**src/hmdc_pkg.sv**
```systemverilog
// constants, field layouts and carrier types for the host memory decode block
// assumes a single 125 MHz clock domain and an Avalon-MM register slave
// Overview of operation
// RQ1: boot ROM select for C0000 to FFFFF
// RQ2: double ROM adds lower half at 40000-7FFFF
// RQ3: DRAM request on every DRAM read or write
// RQ4: row strobe is request delayed one flop
// RQ5: column strobe is pre-terminated row strobe delayed
// RQ6: column select picks address 19:10, else 9:0
// RQ7: DRAM covers bits 17-0, nine row, nine column; code muxes ten-bit halves, row 9:0 and column 19:10
// RQ8: read line low means read, else write
// RQ9: SRAM window depends on part size, map bit
// RQ10: mapped SRAM wins over upper ROM expansion space
// RQ11: software should leave the map bit clear
// RQ12: SRAM enable inverted, blocked during power down
// RQ13: card window enable for 80000 to 8FFFF
// RQ14: card address is page plus low sixteen bits
// RQ15: config bit low selects card config register
// RQ16: card buffers enabled only while bit six high
// RQ17: bus status, strobes, refresh qualify the decode
// RQ18: slave SRAM select for A0000 to A1FFF
// RQ19: DSP port select for 90000 to 97FFF
// RQ20: at most one select active at once
// RQ21: refresh cycles assert no device selects; code still raises the DRAM request on refresh at addresses up to 3FFFF
package hmdc_pkg;

   // ------------------------------------------------------------
   // register map, byte addresses on the Avalon slave
   // ------------------------------------------------------------
   localparam logic [3:0] CARD_CTRL_OFS = 4'h0;
   localparam logic [3:0] MEM_CFG_OFS = 4'h4;
   localparam logic [3:0] STATUS_OFS = 4'h8;

   // card control fields
   localparam int PAGE_LSB = 0;
   localparam int MAP_BIT = 4;
   localparam int BUF_EN_BIT = 6;
   localparam int CFG_N_BIT = 7;
   localparam logic [7:0] CARD_CTRL_RST = 8'h80;

   // memory configuration fields
   localparam int ROM_DOUBLE_BIT = 0;
   localparam int SRAM_LARGE_BIT = 1;
   localparam logic [1:0] MEM_CFG_RST = 2'h0;

   // host bus status value meaning no bus cycle
   localparam logic [2:0] BUS_PASSIVE = 3'h7;

   // ------------------------------------------------------------
   // address windows, inclusive bounds
   // ------------------------------------------------------------
   localparam logic [19:0] ROM_LO = 20'hC0000;
   localparam logic [19:0] ROM_HI = 20'hFFFFF;
   localparam logic [19:0] ROM2_LO = 20'h40000;
   localparam logic [19:0] ROM2_HI = 20'h7FFFF;
   localparam logic [19:0] DRAM_LO = 20'h00000;
   localparam logic [19:0] DRAM_HI = 20'h3FFFF;
   localparam logic [19:0] SRAM_LO = 20'hB0000;
   localparam logic [19:0] SRAM_SMALL_HI = 20'hB7FFF;
   localparam logic [19:0] SRAM_LARGE_HI = 20'hBFFFF;
   localparam logic [19:0] SRAM_EXT_LO = 20'h70000;
   localparam logic [19:0] SRAM_EXT_HI = 20'h7FFFF;
   localparam logic [19:0] CARD_LO = 20'h80000;
   localparam logic [19:0] CARD_HI = 20'h8FFFF;
   localparam logic [19:0] DSP_LO = 20'h90000;
   localparam logic [19:0] DSP_HI = 20'h97FFF;
   localparam logic [19:0] SLAVE_LO = 20'hA0000;
   localparam logic [19:0] SLAVE_HI = 20'hA1FFF;

   // one bit per decoded region, active high
   typedef struct packed {
      logic rom;
      logic sram;
      logic card;
      logic dsp;
      logic slave;
      logic dram;
   } hmdc_sel_t;

endpackage

```
**src/hmdc_sync.sv**
```systemverilog
// two-flop synchroniser for a group of pin inputs
// assumes the inputs are quasi-static relative to the host bus cycle
`timescale 1ns/1ps
module hmdc_sync #(
   parameter int WIDTH = 1,
   parameter logic [WIDTH-1:0] RESET_VAL = '0
) (
   input wire logic ref_clk_in,
   input wire logic reset_in,
   input wire logic [WIDTH-1:0] d_in,
   output logic [WIDTH-1:0] q_out
);

   logic [WIDTH-1:0] meta_reg;

   // first stage feeds only the second stage
   always_ff @(posedge ref_clk_in) begin
      if (reset_in) begin
         meta_reg <= RESET_VAL;
         q_out <= RESET_VAL;
      end else begin
         meta_reg <= d_in;
         q_out <= meta_reg;
      end
   end

endmodule

```
**src/hmdc_top.sv**
```systemverilog
// host memory decode and DRAM strobe generator with Avalon-MM control registers
// assumes host bus pins arrive asynchronously and are synchronised here
`timescale 1ns/1ps
module hmdc_top (
   input wire logic ref_clk_in,
   input wire logic reset_in,
   // host bus pins
   input wire logic [19:0] host_addr_in,
   input wire logic [2:0] host_bus_status_in,
   input wire logic host_mem_read_n_in,
   input wire logic host_mem_write_n_in,
   input wire logic host_refresh_req_n_in,
   input wire logic supply_monitor_flag_in,
   // memory selects
   output logic boot_rom_select_n_out,
   output logic nv_sram_chip_enable_n_out,
   output logic card_window_enable_n_out,
   output logic card_config_space_n_out,
   output logic card_buffer_enable_out,
   output logic [19:0] card_addr_out,
   output logic slave_sram_select_n_out,
   output logic dsp_port_select_n_out,
   // DRAM control
   output logic dram_op_request_n_out,
   output logic dram_row_strobe_n_out,
   output logic dram_col_strobe_n_out,
   output logic col_addr_select_out,
   output logic [9:0] dram_mux_addr_out,
   output logic dram_write_n_out,
   // Avalon-MM slave
   input wire logic [3:0] avs_address_in,
   input wire logic avs_read_in,
   input wire logic avs_write_in,
   input wire logic [31:0] avs_writedata_in,
   input wire logic [3:0] avs_byteenable_in,
   output logic [31:0] avs_readdata_out,
   output logic avs_waitrequest_out
);

   // ------------------------------------------------------------
   // pin synchronisers
   // ------------------------------------------------------------
   logic [19:0] addr_s;
   logic [2:0] status_s;
   logic rd_n_s;
   logic wr_n_s;
   logic refresh_n_s;
   logic supply_s;
   logic [5:0] ctl_s;

   hmdc_sync #(.WIDTH(20), .RESET_VAL(20'h00000)) u_sync_addr (
      .ref_clk_in(ref_clk_in),
      .reset_in(reset_in),
      .d_in(host_addr_in),
      .q_out(addr_s)
   );

   // strobes reset to idle so nothing decodes straight after reset
   hmdc_sync #(.WIDTH(6), .RESET_VAL(6'h3F)) u_sync_ctl (
      .ref_clk_in(ref_clk_in),
      .reset_in(reset_in),
      .d_in({host_bus_status_in, host_mem_read_n_in, host_mem_write_n_in, host_refresh_req_n_in}),
      .q_out(ctl_s)
   );

   // power-fail resets to asserted: SRAM stays protected until proven good
   hmdc_sync #(.WIDTH(1), .RESET_VAL(1'h1)) u_sync_pwr (
      .ref_clk_in(ref_clk_in),
      .reset_in(reset_in),
      .d_in(supply_monitor_flag_in),
      .q_out(supply_s)
   );

   assign status_s = ctl_s[5:3];
   assign rd_n_s = ctl_s[2];
   assign wr_n_s = ctl_s[1];
   assign refresh_n_s = ctl_s[0];

   // ------------------------------------------------------------
   // control registers
   // ------------------------------------------------------------
   logic [7:0] card_ctrl_reg;
   logic [1:0] mem_cfg_reg;
   logic wait_reg;
   logic [31:0] rdata_reg;
   logic bus_req;
   logic bus_ack;

   assign bus_req = avs_read_in | avs_write_in;
   assign bus_ack = bus_req & ~wait_reg;

   // one wait cycle per access: waitrequest drops on the first edge of a request
   always_ff @(posedge ref_clk_in) begin
      if (reset_in) begin
         wait_reg <= 1'b1;
      end else if (bus_req && wait_reg) begin
         wait_reg <= 1'b0;
      end else begin
         wait_reg <= 1'b1;
      end
   end

   // writes land only on the accepting edge; byte lane 0 carries every field
   always_ff @(posedge ref_clk_in) begin
      if (reset_in) begin
         card_ctrl_reg <= hmdc_pkg::CARD_CTRL_RST;
         mem_cfg_reg <= hmdc_pkg::MEM_CFG_RST;
      end else if (bus_ack && avs_write_in && avs_byteenable_in[0]) begin
         if (avs_address_in == hmdc_pkg::CARD_CTRL_OFS) begin
            card_ctrl_reg <= avs_writedata_in[7:0];
         end else if (avs_address_in == hmdc_pkg::MEM_CFG_OFS) begin
            mem_cfg_reg <= avs_writedata_in[1:0];
         end
      end
   end

   hmdc_pkg::hmdc_sel_t sel_q;

   // read data prepared during the wait cycle, unmapped reads return zero
   always_ff @(posedge ref_clk_in) begin
      if (reset_in) begin
         rdata_reg <= 32'h00000000;
      end else if (bus_req && wait_reg && avs_read_in) begin
         case (avs_address_in)
            hmdc_pkg::CARD_CTRL_OFS: rdata_reg <= {24'h000000, card_ctrl_reg};
            hmdc_pkg::MEM_CFG_OFS: rdata_reg <= {30'h00000000, mem_cfg_reg};
            hmdc_pkg::STATUS_OFS: rdata_reg <= {25'h0000000, supply_s, sel_q};
            default: rdata_reg <= 32'h00000000;
         endcase
      end
   end

   assign avs_waitrequest_out = wait_reg;
   assign avs_readdata_out = rdata_reg;

   // ------------------------------------------------------------
   // address decode
   // ------------------------------------------------------------
   logic [3:0] card_page;
   logic map_bit;
   logic rom_double;
   logic sram_large;
   logic mem_cycle;
   logic refresh;
   logic sram_ext_hit;
   hmdc_pkg::hmdc_sel_t sel_next;

   assign card_page = card_ctrl_reg[hmdc_pkg::PAGE_LSB +: 4];
   assign map_bit = card_ctrl_reg[hmdc_pkg::MAP_BIT];
   assign rom_double = mem_cfg_reg[hmdc_pkg::ROM_DOUBLE_BIT];
   assign sram_large = mem_cfg_reg[hmdc_pkg::SRAM_LARGE_BIT];

   // a memory cycle needs an active bus status and a strobe
   assign mem_cycle = (status_s != hmdc_pkg::BUS_PASSIVE) && (!rd_n_s || !wr_n_s); // RQ17
   assign refresh = !refresh_n_s; // RQ17
   // extension window only exists with the large part and the map bit set
   assign sram_ext_hit = sram_large && map_bit &&
                         addr_s >= hmdc_pkg::SRAM_EXT_LO && addr_s <= hmdc_pkg::SRAM_EXT_HI;

   // windows overlap only where the SRAM extension masks the doubled ROM, so at most one bit can rise
   always_comb begin
      sel_next = '0; // RQ20
      if (mem_cycle && !refresh) begin // RQ21
         sel_next.rom = (addr_s >= hmdc_pkg::ROM_LO && addr_s <= hmdc_pkg::ROM_HI) || // RQ1
                        (rom_double && !sram_ext_hit && // RQ2 RQ10
                         addr_s >= hmdc_pkg::ROM2_LO && addr_s <= hmdc_pkg::ROM2_HI);
         sel_next.sram = (addr_s >= hmdc_pkg::SRAM_LO && // RQ9
                          addr_s <= (sram_large ? hmdc_pkg::SRAM_LARGE_HI : hmdc_pkg::SRAM_SMALL_HI)) ||
                         sram_ext_hit; // RQ10
         sel_next.card = addr_s >= hmdc_pkg::CARD_LO && addr_s <= hmdc_pkg::CARD_HI; // RQ13
         sel_next.dsp = addr_s >= hmdc_pkg::DSP_LO && addr_s <= hmdc_pkg::DSP_HI; // RQ19
         sel_next.slave = addr_s >= hmdc_pkg::SLAVE_LO && addr_s <= hmdc_pkg::SLAVE_HI; // RQ18
      end
      // DRAM also runs on refresh at addresses up to DRAM_HI so the array keeps its contents
      sel_next.dram = ((mem_cycle && !refresh) || refresh) && addr_s <= hmdc_pkg::DRAM_HI; // RQ3 RQ7
   end

   // ------------------------------------------------------------
   // registered selects
   // ------------------------------------------------------------
   always_ff @(posedge ref_clk_in) begin
      if (reset_in) begin
         sel_q <= '0;
         boot_rom_select_n_out <= 1'b1;
         card_window_enable_n_out <= 1'b1;
         dsp_port_select_n_out <= 1'b1;
         slave_sram_select_n_out <= 1'b1;
      end else begin
         sel_q <= sel_next;
         boot_rom_select_n_out <= !sel_next.rom; // RQ1 RQ2
         card_window_enable_n_out <= !sel_next.card; // RQ13
         dsp_port_select_n_out <= !sel_next.dsp; // RQ19
         slave_sram_select_n_out <= !sel_next.slave; // RQ18
      end
   end

   // SRAM enable gated by power-fail, it must not glitch low while supply collapses
   always_ff @(posedge ref_clk_in) begin
      if (reset_in) begin
         nv_sram_chip_enable_n_out <= 1'b1;
      end else begin
         nv_sram_chip_enable_n_out <= !(sel_next.sram && !supply_s); // RQ12
      end
   end

   // card side: page register plus low address, config space and buffers
   always_ff @(posedge ref_clk_in) begin
      if (reset_in) begin
         card_addr_out <= 20'h00000;
         card_config_space_n_out <= 1'b1;
         card_buffer_enable_out <= 1'b0;
      end else begin
         card_addr_out <= {card_page, addr_s[15:0]}; // RQ14
         card_config_space_n_out <= !(sel_next.card && !card_ctrl_reg[hmdc_pkg::CFG_N_BIT]); // RQ15
         card_buffer_enable_out <= card_ctrl_reg[hmdc_pkg::BUF_EN_BIT]; // RQ16
      end
   end

   // ------------------------------------------------------------
   // DRAM strobe chain
   // ------------------------------------------------------------
   logic op_n_reg;
   logic row_n_reg;
   logic col_n_reg;
   logic early_row_n;
   logic col_sel_next;

   // early row strobe ends with the request instead of one cycle later
   assign early_row_n = row_n_reg | op_n_reg; // RQ5
   assign col_sel_next = !row_n_reg && !op_n_reg;

   always_ff @(posedge ref_clk_in) begin
      if (reset_in) begin
         op_n_reg <= 1'b1;
         row_n_reg <= 1'b1;
         col_n_reg <= 1'b1;
      end else begin
         op_n_reg <= !sel_next.dram; // RQ3
         row_n_reg <= op_n_reg; // RQ4
         col_n_reg <= early_row_n; // RQ5
      end
   end

   // mux moves to column bits once the row strobe is down
   always_ff @(posedge ref_clk_in) begin
      if (reset_in) begin
         col_addr_select_out <= 1'b0;
         dram_mux_addr_out <= 10'h000;
         dram_write_n_out <= 1'b1;
      end else begin
         col_addr_select_out <= col_sel_next;
         dram_mux_addr_out <= col_sel_next ? addr_s[19:10] : addr_s[9:0]; // RQ6 RQ7
         dram_write_n_out <= !(sel_next.dram && !refresh && rd_n_s); // RQ8
      end
   end

   assign dram_op_request_n_out = op_n_reg;
   assign dram_row_strobe_n_out = row_n_reg;
   assign dram_col_strobe_n_out = col_n_reg;

   // ------------------------------------------------------------
   // checks
   // ------------------------------------------------------------
   rom_window_a: assert property ( // RQ1
      @(posedge ref_clk_in) disable iff (reset_in)
      (mem_cycle && !refresh && addr_s >= hmdc_pkg::ROM_LO) |=> !boot_rom_select_n_out)
      else $error("rom select missing in rom window");

   dram_request_a: assert property ( // RQ3
      @(posedge ref_clk_in) disable iff (reset_in)
      (mem_cycle && addr_s <= hmdc_pkg::DRAM_HI) |=> !dram_op_request_n_out)
      else $error("dram request missing");

   row_delay_a: assert property ( // RQ4
      @(posedge ref_clk_in) disable iff (reset_in)
      $fell(dram_op_request_n_out) |=> $fell(dram_row_strobe_n_out))
      else $error("row strobe not one cycle after request");

   col_delay_a: assert property ( // RQ5
      @(posedge ref_clk_in) disable iff (reset_in)
      (!dram_row_strobe_n_out && !dram_op_request_n_out) |=> !dram_col_strobe_n_out)
      else $error("column strobe not following row strobe");

   col_abort_a: assert property ( // RQ5
      @(posedge ref_clk_in) disable iff (reset_in)
      dram_op_request_n_out |=> dram_col_strobe_n_out)
      else $error("column strobe not pre-terminated");

   mux_column_a: assert property ( // RQ6
      @(posedge ref_clk_in) disable iff (reset_in)
      col_addr_select_out |-> dram_mux_addr_out == $past(addr_s[19:10]))
      else $error("column address wrong");

   sram_power_a: assert property ( // RQ12
      @(posedge ref_clk_in) disable iff (reset_in)
      supply_s |=> nv_sram_chip_enable_n_out)
      else $error("sram enabled during power down");

   sram_ext_a: assert property ( // RQ10
      @(posedge ref_clk_in) disable iff (reset_in)
      (mem_cycle && !refresh && sram_ext_hit) |=> boot_rom_select_n_out)
      else $error("rom selected over mapped sram");

   select_onehot_a: assert property ( // RQ20
      @(posedge ref_clk_in) disable iff (reset_in)
      $onehot0({!boot_rom_select_n_out, !card_window_enable_n_out, !dsp_port_select_n_out,
                !slave_sram_select_n_out, sel_q.sram, sel_q.dram}))
      else $error("more than one select active");

   refresh_quiet_a: assert property ( // RQ21
      @(posedge ref_clk_in) disable iff (reset_in)
      refresh |=> (boot_rom_select_n_out && card_window_enable_n_out && dsp_port_select_n_out &&
                   slave_sram_select_n_out && nv_sram_chip_enable_n_out))
      else $error("select asserted during refresh");

   card_buffer_a: assert property ( // RQ16
      @(posedge ref_clk_in) disable iff (reset_in)
      card_buffer_enable_out == $past(card_ctrl_reg[hmdc_pkg::BUF_EN_BIT]))
      else $error("card buffer enable does not follow control bit");

endmodule

```
**config.mk**
```make
export PLATFORM = sky130hd
export DESIGN_NAME = hmdc_top
export DESIGN_NICKNAME = d
export VERILOG_FILES = /design/src/hmdc_pkg.sv /design/src/hmdc_sync.sv /design/src/hmdc_top.sv
export SDC_FILE = /design/constraint.sdc
export NUM_CORES = 1
export LEC_CHECK = 0
export ABC_AREA = 1
export BUFFER_PORTS_ARGS = -buffer_cell sky130_fd_sc_hd__buf_2
export CORE_MARGIN = 5
export CORE_UTILIZATION = 35
export DETAILED_ROUTE_END_ITERATION = 8
export GPL_TIMING_DRIVEN = 1
export PLACE_DENSITY = 0.71
export RECOVER_POWER = 50
export SYNTH_ARGS = -nofsm -noshare
export SYNTH_HDL_FRONTEND = slang
export SYNTH_SLANG_ARGS = --single-unit
```
**constraint.sdc**
```tcl
create_clock -name ref_clk_in -period 1.8 [get_ports ref_clk_in]
set_clock_uncertainty 0.1 [all_clocks]
set_input_delay 0.09 -clock ref_clk_in [delete_from_list [all_inputs] [get_ports ref_clk_in]]
set_output_delay 0.09 -clock ref_clk_in [all_outputs]
set_load 0.05 [all_outputs]
```
==> reports/qor.txt, run 1 <==
Outcome: finished clean
Std cell rows: 39
CP Launch Point: reset_in
DRT met1 WL: 3.633 mm
Max cap viols: 0
Hold buffers post-CTS: 38
Post-synthesis sequential area ratio: 0.5996
Routed met3 length: 691 um
DR iter-0 viols: 96
Routed wire length: 8.852 mm
Post-synthesis cell type count: 28
Vias per inst: 4.076
Main flop type after synthesis: dfxtp_1
Critical path's slowest cell: dlygate4sd3_1
Crit-path cells: dlygate4sd3_1, clkbuf_1, clkbuf_2, nor2_1, inv_1, o22ai_1
Final Slew Violations: 0
Fmax: 643.0 MHz
Worst Tran Pin Value: 0.6016 ns
CP Capture Type: flop
Buffers plus inverters on the worst setup path: 4
First-pass GRT wire length: 15.01 mm
Critical Path Fanout Max: 27
CP delay by family, top: buffers and inverters
R2R setup slack: 0.33 ns
Asr flop ratio synth: 0
IO Port Bufs: 94
Resized cells post-CTS: 0
CTS tree: done
Clock Latency Late Sink: 0.40 ns
Period Utilization, post-route: 0.8639
Critical path endpoint: dram_mux_addr_out[6]
Yosys top cell area share: 0.5996
Pin count of the biggest net entering global routing: 56
Syn_area_per_cell: 8.470 um^2
PwrDens: 1217 nW/um^2
Tot Pwr: 0.006780 W
Routed length per instance: 11.42 um
Postcts setup bufs: 0
Worst VDD drop: 693.9 uV
Endpoints failing setup: 0
Layout cells sized above 1: 0.2373
Leak: 2.653 nW
RD Place Congestion: 0.9150
Area leader, netlist: dfxtp_1
CP peak stage delay: 0.56 ns
Final hold vios: 0
Die width: 117.4 um
Post-synthesis cell count: 477
Most frequent cells after synthesis: 121 x dfxtp_1, 83 x inv_1, 81 x nor2_1
Detail Route Antenna Nets: 0
Post-Syn Area: 4040 um^2
Ports: 146
Core Box Area: 11370 um^2
Vias in the first global route: 3179
TritonCTS Sinks: 121
GRT Total Usage: 0.1341
FF-to-FF Start: mem_cfg_reg[1]
FF+latch count, synth: 121
Hpwl dp: 6.421 mm
Nets: 691
TritonCTS Buffers: 17
Finished Layout Cells: 775
RSZ-0062 raised after global routing: no
Most frequent cell after synthesis: dfxtp_1
Drt pass-1 iters: 5
Leading post-synthesis cells by cell area: dfxtp_1 60%, inv_1 7.7%, nor2_1 7.5%, nand2_1 6.2%, buf_4 4.5%
Clk slew on worst S/H paths: 0.05 ns
Clock Root Buffer: clkbuf_16
Synth-to-Final Area Change: 37.91%
WS Path Type: input pin to flop
Final setup TNS: 0 ns
Number of H-tree levels: 4
Initial antenna violation count: 0
Crit path DAT: 1.73 ns
Min Clock Period, post-route: 1.555 ns
Die area: 13790 um^2
Reg-to-Reg End: nv_sram_chip_enable_n_out
Fill count: 1054
Number of flops mapped to enable cells by yosys: 0
Overflow left after global routing: 0
Residual DRC: 0
Initial Util: 0.3553
Via count: 3159
Met2 WL: 4.316 mm
Ant. Diodes: 0
Die H: 117.4 um
Hold Path Class: input pin to flop
Warnings, synthesis: 0
CTS max path bufs: 2
Cells after DPL: 705
Worst setup SP type: input pin
Slew headroom: 0.6007
CP required: 1.98 ns
Top Metal Used: met4
R2r worst-path depth: 9
Critical path depth: 6
==> worst reg2reg max path, stage by stage (launching register included) <==
cell and delay, ns:
dfxtp_1 0.35, inv_1 0.07, ha_1 0.27, nand2_1 0.05
nor2_1 0.09, nand2_1 0.06, o21bai_1 0.14, nand2_1 0.09
nand2_1 0.07, nand3_1 0.06
==> metal layers <==
metal / vias up / track usage
li1: 1660 / -
met1: 1376 / 0.1495
met2: 103 / 0.2245
met3: 20 / 0.05101
met4: 0 / 0.06309
met5: - / 0
==> placed cells by master, fill, tap and decap left out, types with 5 or more instances in the layout <==
cell           count
clkbuf_16         17
a21oi_1           20
o22ai_1            5
nand2_1           67
or2_2             16
dlygate4sd3_1     38
nand3_1           12
o21ai_0           14
nor2_1            81
buf_2             90
dfxtp_1          121
conb_1            24
clkinvlp_4         6
inv_1             84
==> power by group <==
group	internal [W]	switching [W]
logic	0.000156	0.000334
registers	0.00276	0.0000309
clock network	0.00231	0.00118
total	0.00523	0.00155
==> per-stage QoR <==
stage	worst slack [ns]	hold slack [ns]	util	cell area, um^2
global placement	0.3880	0.1724	0.4027	4578
finish	0.2449	0.01452	0.4900	5572
detailed placement	0.3603	0.1744	0.4027	4578
global route	0.1580	0.04983	0.4900	5572
CTS	0.3472	0.002667	0.4913	5585
floorplan	0.2689	0.09381	-	4126
==> cell type report <==
class                   instances  area [um^2]  area share
clock inverters                15        201.4     0.03616
well taps                     143        178.9     0.03211
repair buffers                136        885.9      0.1590
flip-flops and latches        121         2422      0.4348
clock buffers                  17        425.4     0.07635
inverters                      86        322.8     0.05794
multi-input cells             257         1135      0.2037
==> worst min-delay path by stage <==
stage	startpoint	end	cells after the start
detailed placement	host_bus_status_in[0]	u_sync_ctl.meta_reg[3]	2
global placement	host_bus_status_in[1]	u_sync_ctl.meta_reg[4]	2
finish	avs_write_in	avs_waitrequest_out	3
global route	avs_write_in	avs_waitrequest_out	3
CTS	avs_write_in	avs_waitrequest_out	3
floorplan	host_refresh_req_n_in	u_sync_ctl.meta_reg[0]	1
==> cells by family (layout without fill, tap and decap cells) <==
kind of cell | after synthesis | after routing | synth area share
and+or+nand+nor | 186 | 186 | 0.1957
AOI/OAI and AO/OA | 46 | 46 | 0.06132
other | 1 | 24 | 0.0009282
buffers and inverters | 122 | 254 | 0.1394
DFF | 121 | 121 | 0.5996
adders and majority gates | 1 | 1 | 0.003096
(Power assumes the default switching activity.)
==> run 2, diff against run 1 <==
Settings changed: CORE_ASPECT_RATIO set to 2.
==> run 2 against run 1 <==
Against the previous run:
- clock power shrank 5%
- critical path depth is the same
- largest cell class unchanged
- critical path type unchanged
- critical endpoint is now dram_mux_addr_out[8]
- sequential cell count is the same
- design area shrank 0.38%
- register-to-register slack gained 0.02 ns
- first-iteration DRC count grew 97%
- worst setup slack gained 0.073 ns
- total power shrank 2.4%
- combinational power grew 1%
- count of clock-buffer cells in the layout grew 3
- non-clock buffer count grew 8
- worst hold slack lost 0.0010 ns
- largest power group unchanged
==> reports/qor.txt, run 2 (same netlist as run 1, synthesis figures left out) <==
Outcome: finished clean
DRT met1 WL: 3.156 mm (-13%)
Hold_sp: avs_read_in
Most frequent cells in the layout: 121 x dfxtp_1, 83 x inv_1, 81 x nor2_1
Overflow left after global routing: 0 (unchanged)
Cells after DPL: 706 (+0.14%)
Reg area: 2422 um^2 (unchanged)
RD Place Congestion: 0.9011 (-1.5%)
Area of the multi-input gates: 1141 um^2 (+0.55%)
Core Box Area: 11350 um^2 (-0.13%)
Pin count of the biggest net entering global routing: 23 (-59%)
Period Utilization, post-route: 0.8235 (-0.04043)
DR iter-0 viols: 189 (+97%)
Fill count: 1090 (+3.4%)
CTS tree: done
Worst setup SP type: input pin
Clk slew on worst S/H paths: 0.05 ns (about the same)
RSZ-0062 raised after global routing: no
Most common cell after layout, fill and taps aside: dfxtp_1
Max cap viols: 0 (unchanged)
Final hold vios: 0 (unchanged)
GRT Total Usage: 0.1421 (+0.008072)
Fmax: 674.6 MHz (+4.9%)
Worst VDD drop: 888.5 uV (+28%)
TritonCTS Sinks: 121 (unchanged)
WS Path Type: input pin to flop
IO Port Bufs: 94 (unchanged)
Vias per inst: 4.231 (+3.8%)
Drt pass-1 iters: 5 (unchanged)
Min Clock Period, post-route: 1.482 ns (-0.07278 ns)
Post-DP Area: 4579 um^2 (about the same)
Residual DRC: 0 (unchanged)
Number of H-tree levels: 4 (unchanged)
Final instance area: 5550 um^2 (-0.38%)
Die area: 13920 um^2 (+0.94%)
Worst Tran Pin Value: 0.6811 ns (+0.07950 ns)
Layout cells sized above 1: 0.1672 (-0.07015)
Clock Latency Late Sink: 0.40 ns (about the same)
Initial antenna violation count: 0 (unchanged)
Routed met3 length: 642 um (-7.1%)
Place WS: 0.3705 ns (+0.01020 ns)
Endpoints failing setup: 0 (unchanged)
Detail Route Antenna Nets: 0 (unchanged)
Initial Util: 0.3558 (+0.0004699)
CP Launch Point: reset_in
Die width: 85.97 um (-27%)
TritonCTS Buffers: 17 (unchanged)
Leak: 2.518 nW (-5.1%)
CP required: 2.02 ns (+0.04 ns)
Nets: 699 (+1.2%)
PwrDens: 1192 nW/um^2 (-2.0%)
Via count: 3309 (+4.7%)
Crit path DAT: 1.70 ns (-0.03 ns)
Critical Path Fanout Max: 19 (-30%)
CTS max path bufs: 2 (unchanged)
Top Metal Used: met4
Die H: 161.9 um (+38%)
Setup ws final: 0.3177 ns (+0.07278 ns)
Routed wire length: 9.457 mm (+6.8%)
Routed length per instance: 12.09 um (+5.9%)
Met2 WL: 5.252 mm (+22%)
Slew headroom: 0.5479 (-0.05277)
Ports: 146 (unchanged)
Synth-to-Final Area Change: 37.38%
Final setup TNS: 0 ns (unchanged)
Clock Root Buffer: clkbuf_16
Final Slew Violations: 0 (unchanged)
Std cell rows: 55 (+41%)
Hpwl dp: 6.967 mm (+8.5%)
Ant. Diodes: 0 (unchanged)
First-pass GRT wire length: 15.00 mm (about the same)
Hold Path Class: input pin to flop
Finished Layout Cells: 782 (+0.90%)
FF-to-FF Start: mem_cfg_reg[1]
Vias in the first global route: 3316 (+4.3%)
CP Capture Type: flop
Postcts setup bufs: 0 (unchanged)
==> run 2: report_power, final <==
part,switching (W),total (W),internal (W)
clock network,0.00120,0.00333,0.00212
registers,0.0000312,0.00279,0.00276
logic,0.000338,0.000497,0.000159
total,0.00157,0.00662,0.00504
==> run 2: layout make-up <==
cell class              count  area share
flip-flops and latches    121      0.4364
multi-input cells         257      0.2056
repair buffers            144      0.1601
clock buffers              20     0.08228
inverters                  86     0.05816
well taps                 142     0.03201
clock inverters            12     0.02547
==> run 2: metal layers <==
layer,vias to the layer above,global-route usage
met4,0,0.09438
met1,1466,0.1202
met2,137,0.2695
li1,1678,-
met3,28,0.04569
met5,-,0
==> run 2: repair_timing <==
item | in CTS | in global routing
gates resized for setup | 0 | 0
hold buffers | 44 | 0
hold endpoints to repair | 44 | 0
==> run 2: path summary, 6_finish.rpt <==
path | to | slack (ns) | cells past startpoint
min | avs_readdata_out[5] | 0.01 | 5
max reg2reg | nv_sram_chip_enable_n_out | 0.35 | 9
min reg2reg | dram_write_n_out | 0.30 | 1
max | dram_mux_addr_out[8] | 0.32 | 6
==> run 2: through the flow <==
stage	util	power [W]	hold WS (ns)
6_report	0.4888	0.006615	0.01348
5_1_grt	0.4888	0.006871	0.03693
4_1_cts	0.4948	0.006687	0.00007949
3_5_place_dp	0.4033	0.003278	0.1761
3_3_place_gp	0.4033	0.003271	0.1742
2_1_floorplan	-	0.003202	0.09381
==> run 2: critical path: stages <==
cell	delay (ns)
dlygate4sd3_1	0.53
buf_2	0.23
inv_2	0.14
clkbuf_2	0.34
nand2_1	0.17
o22ai_1	0.19
